==> config.mk <==
export PLATFORM = sky130hd
export DESIGN_NAME = timer_capture_control
export DESIGN_NICKNAME = d
export VERILOG_FILES = /design/src/tcc_pkg.sv /design/src/tcc_pin_sync.sv /design/src/tcc_capture_prescale.sv /design/src/timer_capture_control.sv
export VERILOG_INCLUDE_DIRS = /design/src
export SDC_FILE = /design/constraint.sdc
export NUM_CORES = 1
export LEC_CHECK = 0
export BUFFER_PORTS_ARGS = -buffer_cell sky130_fd_sc_hd__buf_4
export CAP_MARGIN = 15
export CORE_AREA = 2 2 110 69
export CTS_CLUSTER_DIAMETER = 100
export DETAILED_ROUTE_END_ITERATION = 12
export DIE_AREA = 0 0 112 71
export PLACE_DENSITY = 0.82
export SYNTH_ARGS = -nofsm -noshare
export SYNTH_HDL_FRONTEND = slang
export SYNTH_SLANG_ARGS = --single-unit
==> constraint.sdc <==
create_clock -name clk_i -period 2.3 [get_ports clk_i]
set_input_delay 0.345 -clock clk_i [delete_from_list [all_inputs] [get_ports clk_i]]
set_output_delay 0.345 -clock clk_i [all_outputs]
set_load 0.02 [all_outputs]
==> src/tcc_defs.svh <==
`ifndef TCC_DEFS_SVH
`define TCC_DEFS_SVH
// Register index and byte address (index 0x16 is not a multiple of four)
`define TCC_CTRL_INDEX       8'h16
`define TCC_CTRL_ADDR        8'h58
`define TCC_STATUS_INDEX     8'h17
`define TCC_STATUS_ADDR      8'h5c
`define TCC_CTRL_RESET       8'h00
// Field positions
`define TCC_CAP2_HI          7
`define TCC_CAP2_LO          6
`define TCC_CAP1_HI          5
`define TCC_CAP1_LO          4
`define TCC_CASCADE_BIT      3
`define TCC_T3_SRC_BIT       2
`define TCC_T2_SRC_BIT       1
`define TCC_T1_SRC_BIT       0
// Internal clock divide
`define TCC_INT_DIV          4
`define TCC_INT_DIV_LAST     2'h3
`endif

==> src/tcc_pkg.sv <==
package tcc_pkg;
  typedef enum logic [1:0] {
    EDGE_FALL,
    EDGE_RISE,
    EDGE_RISE4,
    EDGE_RISE16
  } edge_mode_e;

  typedef struct packed {
    edge_mode_e capture2_edge_select;
    edge_mode_e capture1_edge_select;
    logic       cascade_select;
    logic       timer3_source_select;
    logic       timer2_source_select;
    logic       timer1_source_select;
  } ctrl_s;

  typedef struct packed {
    logic timer1_tick;
    logic timer2_tick;
    logic timer3_tick;
    logic capture1_event;
    logic capture2_event;
  } ticks_s;
endpackage

==> src/tcc_pin_sync.sv <==
`timescale 1ns/100ps
`default_nettype none
// Two-flop synchroniser with edge detect on the settled copy
module tcc_pin_sync
(
  input  wire logic clk_i,   // System clock
  input  wire logic rst_i,   // Sync reset
  input  wire logic pin_i,   // Raw pin
  output logic      rise_o,  // Rising edge pulse
  output logic      fall_o   // Falling edge pulse
);
  logic meta_ff;
  logic sync_ff;
  logic last_ff;
  logic [1:0] fill_ff;

  // First flop feeds only the second
  always_ff @(posedge clk_i)
  begin
    if (rst_i)
    begin
      meta_ff <= 1'b0;
      sync_ff <= 1'b0;
      last_ff <= 1'b0;
    end
    else
    begin
      meta_ff <= pin_i;
      sync_ff <= meta_ff;
      last_ff <= sync_ff;
    end
  end

  // Warm-up count; reset zeros in the flops are not pin levels, so no edge until both hold real samples
  always_ff @(posedge clk_i)
  begin
    if (rst_i)
      fill_ff <= 2'h0;
    else if (fill_ff != 2'h3)
      fill_ff <= fill_ff + 2'h1;
  end

  // Edge pulses from the settled pair
  assign rise_o = (fill_ff == 2'h3) & sync_ff & ~last_ff;
  assign fall_o = (fill_ff == 2'h3) & ~sync_ff & last_ff;
endmodule
`default_nettype wire

==> src/tcc_capture_prescale.sv <==
`timescale 1ns/100ps
`default_nettype none
// Turns pin edges into capture events per the edge mode
module tcc_capture_prescale
(
  input  wire logic               clk_i,   // System clock
  input  wire logic               rst_i,   // Sync reset
  input  wire tcc_pkg::edge_mode_e mode_i,  // Edge mode
  input  wire logic               rise_i,  // Synced rising edge
  input  wire logic               fall_i,  // Synced falling edge
  output logic                    event_o  // Capture strobe
);
  logic [3:0] count_ff;

  // Rising-edge prescale counter
  always_ff @(posedge clk_i)
  begin
    if (rst_i)
      count_ff <= 4'h0;
    else if (rise_i)
      count_ff <= count_ff + 4'h1;
  end

  // Mode decode
  always_comb
  begin
    case (mode_i)
      tcc_pkg::EDGE_FALL:   event_o = fall_i;
      tcc_pkg::EDGE_RISE:   event_o = rise_i;
      tcc_pkg::EDGE_RISE4:  event_o = rise_i & (count_ff[1:0] == 2'h3);
      tcc_pkg::EDGE_RISE16: event_o = rise_i & (count_ff == 4'hf);
      default:              event_o = 1'b0;
    endcase
  end
endmodule
`default_nettype wire

==> src/timer_capture_control.sv <==
`timescale 1ns/100ps
`default_nettype none
`include "tcc_defs.svh"

module timer_capture_control
(
  input  wire logic        clk_i,        // System clock
  input  wire logic        rst_i,        // Sync reset, active high
  input  wire logic        cyc_i,        // Wishbone cycle
  input  wire logic        stb_i,        // Wishbone strobe
  input  wire logic        we_i,         // Wishbone write enable
  input  wire logic [7:0]  adr_i,        // Wishbone byte address
  input  wire logic [3:0]  sel_i,        // Wishbone byte selects
  input  wire logic [31:0] dat_i,        // Wishbone write data
  output logic      [31:0] dat_o,        // Wishbone read data
  output logic             ack_o,        // Wishbone acknowledge
  input  wire logic        timer3_ext_clock_pin_i, // Timer3 external clock
  input  wire logic        shared_ext_clock_pin_i, // Timer1/2 external clock
  input  wire logic        capture1_pin_i,         // Capture1 input
  input  wire logic        capture2_pin_i,         // Capture2 input
  input  wire logic        timer2_run_i,           // Timer2 run bit
  input  wire logic [15:0] timer3_value_i,         // Live timer3 count
  output logic             timer1_tick_o,          // Timer1 increment
  output logic             timer2_tick_o,          // Timer2 increment
  output logic             timer3_tick_o,          // Timer3 increment
  output logic             cascade_o,              // 16-bit mode
  output logic             capture1_strobe_o,      // Capture1 load
  output logic             capture2_strobe_o,      // Capture2 load
  output logic      [15:0] capture1_value_o,       // Capture1 value
  output logic      [15:0] capture2_value_o        // Capture2 value
);
  tcc_pkg::ctrl_s ctrl_ff;
  logic [1:0]     div_ff;
  logic           int_tick;
  logic           t3_rise;
  logic           t3_fall;
  logic           sh_rise;
  logic           sh_fall;
  logic           c1_rise;
  logic           c1_fall;
  logic           c2_rise;
  logic           c2_fall;
  logic           c1_event;
  logic           c2_event;
  logic           t1_src;
  logic           t2_src;
  logic           t1_carry;
  logic           bus_req;
  logic           hit_ctrl;
  logic           hit_status;
  logic [31:0]    nxt_dat;

  // Pin synchronisers
  tcc_pin_sync u_sync_t3 (.clk_i(clk_i), .rst_i(rst_i), .pin_i(timer3_ext_clock_pin_i),
                          .rise_o(t3_rise), .fall_o(t3_fall));
  tcc_pin_sync u_sync_sh (.clk_i(clk_i), .rst_i(rst_i), .pin_i(shared_ext_clock_pin_i),
                          .rise_o(sh_rise), .fall_o(sh_fall));
  tcc_pin_sync u_sync_c1 (.clk_i(clk_i), .rst_i(rst_i), .pin_i(capture1_pin_i),
                          .rise_o(c1_rise), .fall_o(c1_fall));
  tcc_pin_sync u_sync_c2 (.clk_i(clk_i), .rst_i(rst_i), .pin_i(capture2_pin_i),
                          .rise_o(c2_rise), .fall_o(c2_fall));

  // Capture edge prescalers
  tcc_capture_prescale u_pre_c1
  (
    .clk_i   (clk_i),
    .rst_i   (rst_i),
    .mode_i  (ctrl_ff.capture1_edge_select),
    .rise_i  (c1_rise),
    .fall_i  (c1_fall),
    .event_o (c1_event)
  );
  tcc_capture_prescale u_pre_c2
  (
    .clk_i   (clk_i),
    .rst_i   (rst_i),
    .mode_i  (ctrl_ff.capture2_edge_select),
    .rise_i  (c2_rise),
    .fall_i  (c2_fall),
    .event_o (c2_event)
  );

  // Bus decode
  assign bus_req    = cyc_i & stb_i & ~ack_o;
  assign hit_ctrl   = (adr_i == `TCC_CTRL_ADDR);
  assign hit_status = (adr_i == `TCC_STATUS_ADDR);

  // Control register write, low byte lane only
  always_ff @(posedge clk_i)
  begin
    if (rst_i)
      ctrl_ff <= tcc_pkg::ctrl_s'(`TCC_CTRL_RESET);
    else if (bus_req && we_i && hit_ctrl && sel_i[0])
      ctrl_ff <= tcc_pkg::ctrl_s'(dat_i[7:0]);
  end

  // Read mux; unmapped reads return zero
  always_comb
  begin
    nxt_dat = 32'h0000_0000;
    if (hit_ctrl)
      nxt_dat = {24'h00_0000, ctrl_ff};
    else if (hit_status)
      nxt_dat = {29'h0000_0000, cascade_o & ~timer2_run_i, ctrl_ff.cascade_select, timer2_run_i};
  end

  // One-wait-state acknowledge and registered data
  always_ff @(posedge clk_i)
  begin
    if (rst_i)
    begin
      ack_o <= 1'b0;
      dat_o <= 32'h0000_0000;
    end
    else
    begin
      ack_o <= bus_req;
      dat_o <= bus_req ? nxt_dat : 32'h0000_0000;
    end
  end

  // Internal clock divider, one tick per four system clocks
  always_ff @(posedge clk_i)
  begin
    if (rst_i)
      div_ff <= 2'h0;
    else
      div_ff <= div_ff + 2'h1;
  end
  assign int_tick = (div_ff == `TCC_INT_DIV_LAST);

  // Source selects
  assign t1_src   = ctrl_ff.timer1_source_select ? sh_fall : int_tick;
  assign t2_src   = ctrl_ff.timer2_source_select ? sh_fall : int_tick;
  // Carry from the lower byte source in cascade mode
  assign t1_carry = t1_src;

  // Timer tick outputs
  always_ff @(posedge clk_i)
  begin
    if (rst_i)
    begin
      timer1_tick_o <= 1'b0;
      timer2_tick_o <= 1'b0;
      timer3_tick_o <= 1'b0;
      cascade_o     <= 1'b0;
    end
    else
    begin
      timer1_tick_o <= t1_src;
      timer2_tick_o <= ctrl_ff.cascade_select ? t1_carry : t2_src;
      timer3_tick_o <= ctrl_ff.timer3_source_select ? t3_fall : int_tick;
      cascade_o     <= ctrl_ff.cascade_select;
    end
  end

  // Capture of live timer3 value
  always_ff @(posedge clk_i)
  begin
    if (rst_i)
    begin
      capture1_strobe_o <= 1'b0;
      capture2_strobe_o <= 1'b0;
      capture1_value_o  <= 16'h0000;
      capture2_value_o  <= 16'h0000;
    end
    else
    begin
      capture1_strobe_o <= c1_event;
      capture2_strobe_o <= c2_event;
      if (c1_event)
        capture1_value_o <= timer3_value_i;
      if (c2_event)
        capture2_value_o <= timer3_value_i;
    end
  end
endmodule
`default_nettype wire

==> impl_metrics.py, run 1 <==
metrics = {
    "logic_synthesis": {
        "synth-adder-area-share_pct": 2.48,
        "synth_warnings": 0,
        "syn_avg_cell_area_sq_um": 10.3,
        "synth_xor_area_share_pct": 2.48,
        "synth_mux_area_share_pct": 11.6,
        "yosys.area_share.simple_pct": 23.6,
        "seq_area_frac_synth_pct": 48.1,
        "synth.largest_area_cell": "dfxtp_1",
        "synth_area_sq_um": 3540,
        "ys_ff_latch": 85,
        "synth.area.top_cells": "dfxtp_1 (48%), mux2i_1 (12%), nand2b_1 (10%), buf_4 (5.3%), nor2b_1 (2.8%)",
        "synth_compound_area_share_pct": 4.10,
        "synthFlopType": "dfxtp_1",
        "synth_top_family_by_area": "simple AND/OR/NAND/NOR gates",
        "ys_types": 36,
        "synth_cells": 342,
        "yosysTopAreaCellShare_pct": 48.1,
        "synth_edf_count": 0,
        "synthArstFlopShare_pct": 0,
    },
    "setup_path": {
        "rr_startpoint": "u_sync_c1.fill_ff[0]$_SDFFE_PP0P_",
        "cp_slowest_stage_delay_ns": 0.68,
        "reg2reg_depth": 4,
        "critPathArrivalTime_ns": 2.07,
        "worst-path-max-fanout": 12,
        "start_kind": "flop",
        "endpoint_kind": "flop",
        "r2r_end": "capture1_value_o[1]$_SDFFE_PP0P_",
        "crit_family": "compound AO/OA/AOI/OAI gates",
        "crit_chain": "ha_1 -> a21boi_2 -> o21ai_2 -> mux2i_1",
        "crit_slowest_cell": "o21ai_2",
        "crit_buf_inv": 0,
        "cp.required_ns": 2.55,
        "worstSetupPathType": "reg -> reg",
        "r2r_setup_slack_ns": 0.49,
    },
    "sta": {
        "finalHoldViolations": 0,
        "max_freq_mhz": 552,
        "period_minus_slack_ns": 1.81,
        "fin_skew_ns": 0.00629,
        "setup_viol": 0,
        "worst_pin_slew_ns": 0.887,
        "grt_setup_unrepaired": "no",
        "finalMaxSlewViolations": 0,
        "finalSetupTns_ns": 0,
        "slew_headroom_pct": 40.9,
        "finalCritPeriodShare_pct": 78.8,
    },
    "finish": {
        "stdcell_area_sq_um": 4460,
        "area_growth_pct": 26.2,
        "final_common_cell": "buf_4",
        "final_layout_size_suffix_gt1_share_pct": 26.8,
        "final_cells": 524,
        "layout_common_cells": "buf_4 (91), dfxtp_1 (85), nand2b_1 (58)",
        "antennaDiodeCount": 0,
        "nNetsFinal": 505,
    },
    "global_route": {
        "grt_pass1_vias": 2355,
        "busiest_layer": "met2",
        "grt_start_max_net_pins": 88,
        "grt_use_met2_pct": 27.9,
        "grt_util_met1_pct": 20.5,
        "grt_pass1_wl_mm": 10.8,
        "antenna_found_initial": 0,
        "met3_usage_pct": 6.51,
        "track_usage_pct": 16.8,
        "gr-total-overflow": 0,
    },
    "run_status": {
        "status": "finished clean",
    },
    "clock_network": {
        "worstSkewPairLatency_ns": 0.33,
        "clk_pin_slew_ns": 0.06,
        "holdBufCountCts": 0,
        "cts_sinks": 85,
        "cts_tree": "yes",
        "numCtsBuffers": 9,
        "cts_resized": 0,
        "root_buffer": "clkbuf_16",
        "cts_setup_buffers": 0,
        "cts_buffer_depth": 2,
        "h-tree-depth": 3,
    },
    "min_path": {
        "min_to": "u_sync_c1.meta_ff$_SDFF_PP0_",
        "min_path_cells": 2,
        "hold_start": "capture1_pin_i",
        "hold_path.class": "in -> reg",
    },
    "power": {
        "p_leak_nw": 1.99,
        "vdd_drop_max_mv": 0.384,
        "power_density_nw_per_um2": 735,
    },
    "floorplan": {
        "die_x_um": 112,
        "io_pins": 141,
        "core_region_area_sq_um": 7030,
        "core.rowCount": 24,
        "start_util_pct": 50.3,
        "die_h_um": 71,
        "dieArea_sq_um": 7950,
    },
    "detailed_routing": {
        "routed-via-count": 2444,
        "drc_errors": 0,
        "vias_per_cell": 4.66,
        "drt_iter0_markers": 85,
        "wire_per_inst_um": 12.3,
        "dr.pass1.iters": 4,
        "wirelength_mm": 6.44,
        "ant_nets": 0,
    },
    "flow_run": {
        "cap_violations": 0,
    },
    "placement": {
        "port_buffers": 89,
        "dp_cells": 508,
        "post_dp_cell_area_sq_um": 4150,
        "place.gp.congestion": 0.724,
        "dpl.hpwl_mm": 4.59,
    },
}
==> flip-flops by register name, indices dropped and copies added, names as in the netlist, 2 cells and up <==
name               flops
capture1_value_o      16
capture2_value_o      16
ctrl_ff                8
dat_o                  8
u_pre_c1.count_ff      4
u_pre_c2.count_ff      4
div_ff                 2
u_sync_c1.fill_ff      2
u_sync_c2.fill_ff      2
u_sync_sh.fill_ff      2
u_sync_t3.fill_ff      2
==> cell families (layout without fill, tap and decap cells) <==
logic type | after synthesis | after routing
and+or+nand+nor | 137 | 137
DFF | 85 | 85
muxes | 41 | 41
buffers and inverters | 39 | 107
AOI/OAI and AO/OA | 22 | 22
xor gates and xnor gates | 10 | 10
adders and majority gates | 7 | 7
other | 1 | 24
==> how the worst max path moves through the flow <==
| stage | slack (ns) | depth (start not counted) | to | startpoint |
|---|---|---|---|---|
| after floorplan | 0.89 | 6 | capture2_value_o[10]$_SDFFE_PP0P_ | u_sync_c2.fill_ff[0]$_SDFFE_PP0P_ |
| after global placement | 0.55 | 4 | capture1_value_o[9]$_SDFFE_PP0P_ | u_sync_c1.fill_ff[0]$_SDFFE_PP0P_ |
| after detailed placement | 0.50 | 4 | capture1_value_o[1]$_SDFFE_PP0P_ | u_sync_c1.fill_ff[0]$_SDFFE_PP0P_ |
| after CTS | 0.49 | 4 | capture1_value_o[1]$_SDFFE_PP0P_ | u_sync_c1.fill_ff[0]$_SDFFE_PP0P_ |
| after global routing | 0.35 | 4 | capture1_value_o[1]$_SDFFE_PP0P_ | u_sync_c1.fill_ff[0]$_SDFFE_PP0P_ |
| final | 0.49 | 4 | capture1_value_o[1]$_SDFFE_PP0P_ | u_sync_c1.fill_ff[0]$_SDFFE_PP0P_ |
==> metal layers <==
| layer | vias to the layer above | part of all wire, % |
|---|---|---|
| met5 | - | 0 |
| met1 | 1118 | 47 |
| met4 | 0 | 0.67 |
| met3 | 8 | 7.3 |
| met2 | 60 | 45 |
| li1 | 1258 | - |
==> synth_stat cells (4+ instances only) <==
cell / instances
mux2i_1: 41
o21ai_1: 5
clkbuf_1: 11
nand2b_1: 58
o21ai_0: 4
ha_1: 7
nand3b_1: 11
nand2_1: 8
dfxtp_1: 85
xor2_1: 8
nor2b_1: 16
nor2_1: 23
nand4b_1: 4
buf_4: 25
a21oi_1: 4
==> power breakdown <==
part,internal (mW),leakage (nW),switching [mW]
Combinational,0.135,1.16,0.137
Sequential,1.52,0.690,0.0265
Clock,0.880,0.150,0.578
==> per-stage QoR <==
stage | hold WS, ns | setup WS (ns) | util (%) | power [mW]
after floorplan | 0.390 | 0.888 | - | 1.79
after global placement | 0.401 | 0.552 | 59.1 | 1.84
after detailed placement | 0.405 | 0.500 | 59.1 | 1.85
after CTS | 0.210 | 0.488 | 63.5 | 3.32
after global routing | 0.222 | 0.350 | 63.5 | 3.41
final | 0.219 | 0.488 | 63.5 | 3.28
==> final cells by class <==
cell class / instances / area [sq um]
fillers: 556 / 2560
clock inverters: 6 / 68.8
repair buffers: 91 / 683
multi-input cells: 241 / 1660
flip-flops and latches: 85 / 1700
well taps: 91 / 114
clock buffers: 10 / 239
(Power assumes the default switching activity.)
==> inputs of run 2 (changes only) <==
--- a/config.mk
+++ b/config.mk
@@ -8,11 +8,11 @@
 export LEC_CHECK = 0
 export BUFFER_PORTS_ARGS = -buffer_cell sky130_fd_sc_hd__buf_4
 export CAP_MARGIN = 15
-export CORE_AREA = 2 2 110 69
+export CORE_AREA = 2 2 114 72
 export CTS_CLUSTER_DIAMETER = 100
 export DETAILED_ROUTE_END_ITERATION = 12
-export DIE_AREA = 0 0 112 71
-export PLACE_DENSITY = 0.82
+export DIE_AREA = 0 0 116 74
+export PLACE_DENSITY = 0.76
 export SYNTH_ARGS = -nofsm -noshare
 export SYNTH_HDL_FRONTEND = slang
 export SYNTH_SLANG_ARGS = --single-unit
==> constraint.sdc (replaced) <==
create_clock -name clk_i -period 1.7 [get_ports clk_i]
set_input_delay 0.255 -clock clk_i [delete_from_list [all_inputs] [get_ports clk_i]]
set_output_delay 0.255 -clock clk_i [all_outputs]
set_load 0.02 [all_outputs]
==> run 2 against run 1 <==
Via count is 0.74% higher. Clock skew is 0.00070 ns lower. Total power is 32% higher. Critical endpoint is now capture2_value_o[0]$_SDFFE_PP0P_.
==> impl_metrics.py, run 2 (synthesized netlist as in run 1, its figures left out) <==
metrics = {
    "run_status": {
        "status": "finished clean",
    },
    "power": {
        "p_leak_nw": 2.01,
        "seq_power_share_pct": 48.6,
        "p_sw_mw": 0.999,
        "swShare_pct": 23.1,
        "p_clk_share_pct": 42.7,
        "p_int_mw": 3.32,
        "vdd_drop_max_mv": 0.616,
        "power_density_nw_per_um2": 956,
        "combinationalPowerShare_pct": 8.8,
    },
    "placement": {
        "pre_cts_slack_ns": -0.0957,
        "dp_cells": 529,
        "dpl.hpwl_mm": 4.79,
        "place.gp.congestion": 0.747,
        "port_buffers": 89,
    },
    "clock_network": {
        "numCtsBuffers": 9,
        "worstSkewPairLatency_ns": 0.34,
        "holdBufCountCts": 0,
        "cts_sinks": 85,
        "root_buffer": "clkbuf_16",
        "cts_buffer_depth": 2,
        "clk_pin_slew_ns": 0.06,
        "cts_tree": "yes",
        "h-tree-depth": 3,
    },
    "min_path": {
        "hold_path.class": "in -> reg",
        "hold_start": "timer3_ext_clock_pin_i",
    },
    "sta": {
        "period_minus_slack_ns": 1.59,
        "worst_pin_slew_ns": 0.540,
        "slew_headroom_pct": 63.9,
        "setup_viol": 0,
        "worst_slack_ns": 0.110,
        "whs_ns": 0.129,
        "grt_setup_unrepaired": "no",
        "fin_skew_ns": 0.00560,
        "finalHoldViolations": 0,
        "finalMaxSlewViolations": 0,
        "finalCritPeriodShare_pct": 93.5,
        "max_freq_mhz": 629,
        "finalSetupTns_ns": 0,
    },
    "finish": {
        "antennaDiodeCount": 0,
        "multiInputGateArea_sq_um": 1660,
        "final_layout_size_suffix_gt1_share_pct": 27.7,
        "final_common_cell": "buf_4",
        "nNetsFinal": 509,
        "final_cells": 545,
        "num-fill-cells": 654,
        "layout_common_cells": "buf_4 (94), dfxtp_1 (85), nand2b_1 (58)",
        "top_regs": "capture1_value_o x16, capture2_value_o x16",
        "area_growth_pct": 27.6,
        "final-seq-area_sq_um": 1700,
    },
    "detailed_routing": {
        "drt_iter0_markers": 151,
        "wire_per_inst_um": 12.1,
        "vias_per_cell": 4.52,
        "routed-via-count": 2462,
        "wirelength_mm": 6.61,
        "ant_nets": 0,
        "drc_errors": 0,
        "dr.pass1.iters": 4,
    },
    "setup_path": {
        "crit_chain": "ha_1 -> nand3b_1 -> o21ai_1 -> o21a_2 -> buf_12 -> mux2i_1",
        "worstSetupPathType": "reg -> reg",
        "endpoint_kind": "flop",
        "cp_slowest_stage_delay_ns": 0.35,
        "critPathArrivalTime_ns": 1.85,
        "reg2reg_depth": 6,
        "worst-path-max-fanout": 11,
        "r2r_end": "capture2_value_o[0]$_SDFFE_PP0P_",
        "r2r_setup_slack_ns": 0.11,
        "start_kind": "flop",
        "rr_startpoint": "u_sync_c2.fill_ff[0]$_SDFFE_PP0P_",
        "crit_slowest_cell": "dfxtp_1",
        "cp.required_ns": 1.96,
        "critical_path.startpoint": "u_sync_c2.fill_ff[0]$_SDFFE_PP0P_",
        "crit_path_end": "capture2_value_o[0]$_SDFFE_PP0P_",
    },
    "floorplan": {
        "core.rowCount": 25,
        "dieArea_sq_um": 8580,
        "die_x_um": 116,
        "core_region_area_sq_um": 7570,
        "die_h_um": 74,
        "start_util_pct": 46.7,
        "io_pins": 141,
    },
    "global_route": {
        "track_usage_pct": 16.0,
        "antenna_found_initial": 0,
        "grt_pass1_vias": 2299,
        "grt_pass1_wl_mm": 10.4,
        "gr-total-overflow": 0,
        "grt_start_max_net_pins": 58,
    },
    "flow_run": {
        "cap_violations": 0,
    },
}
## run 2: cell count changes in the layout (fill, tap and decap cells not counted), sizes merged
cell | previous run | this run
clkbuf | 10 | 11
clkinvlp | 1 | 2
inv | 3 | 1
clkinv | 1 | 2
buf | 91 | 95
bufinv | 1 | 0
## run 2: power by group through the flow
stage | clock network (mW) | logic (mW) | registers, mW
after floorplan | 0 | 0.284 | 2.14
after global placement | 0 | 0.361 | 2.13
after detailed placement | 0 | 0.379 | 2.14
after CTS | 1.90 | 0.382 | 2.10
after global routing | 1.98 | 0.421 | 2.10
final | 1.84 | 0.378 | 2.10
## run 2: final cells by class
type | instances | share of cell area (%)
sequential | 85 | 37.7
tap | 108 | 2.99
clock buffer | 11 | 5.60
multi-input combinational | 241 | 36.9
clock inverter | 5 | 0.749
timing repair buffer | 95 | 16.1
## run 2: per-stage QoR
stage                     total power, mW  utilization (%)  cell area (sq um)
final                                4.32             59.6               4510
after global routing                 4.50             59.6               4510
after CTS                            4.38             59.6               4510
after detailed placement             2.52             55.7               4220
after global placement               2.50             55.7               4220
after floorplan                      2.42                -               3620
## run 2: worst min-delay path by stage
stage                              endpoint  cells after the start
6_report       u_sync_t3.meta_ff$_SDFF_PP0_                      2
5_1_grt        u_sync_t3.meta_ff$_SDFF_PP0_                      2
4_1_cts        u_sync_t3.meta_ff$_SDFF_PP0_                      2
3_5_place_dp           div_ff[0]$_SDFF_PP0_                      1
3_3_place_gp           div_ff[0]$_SDFF_PP0_                      1
2_1_floorplan  u_sync_c1.meta_ff$_SDFF_PP0_                      1
## run 2: per-layer routing
metal  vias to the layer above  global-route usage [%]  part of all wire, %
li1                       1264                       -                    -
met2                        74                    24.8                   43
met3                        12                    7.17                  7.5
met5                         -                       0                    0
met1                      1112                    19.8                   48
met4                         0                    6.35                  1.6
## run 2: worst max-delay path, delay by kind of cell, from the launching register on
family | cells | cell delay [ns]
DFF | 1 | 0.35
AOI/OAI and AO/OA | 2 | 0.41
and+or+nand+nor | 1 | 0.14
buffers and inverters | 1 | 0.15
muxes | 1 | 0.20
adders and majority gates | 1 | 0.27
## run 2: what timing repair did
action	CTS	global route
cloned	0	0
setup buffers	0	0
endpoints found under the setup margin	11	5
resized for setup	1	1
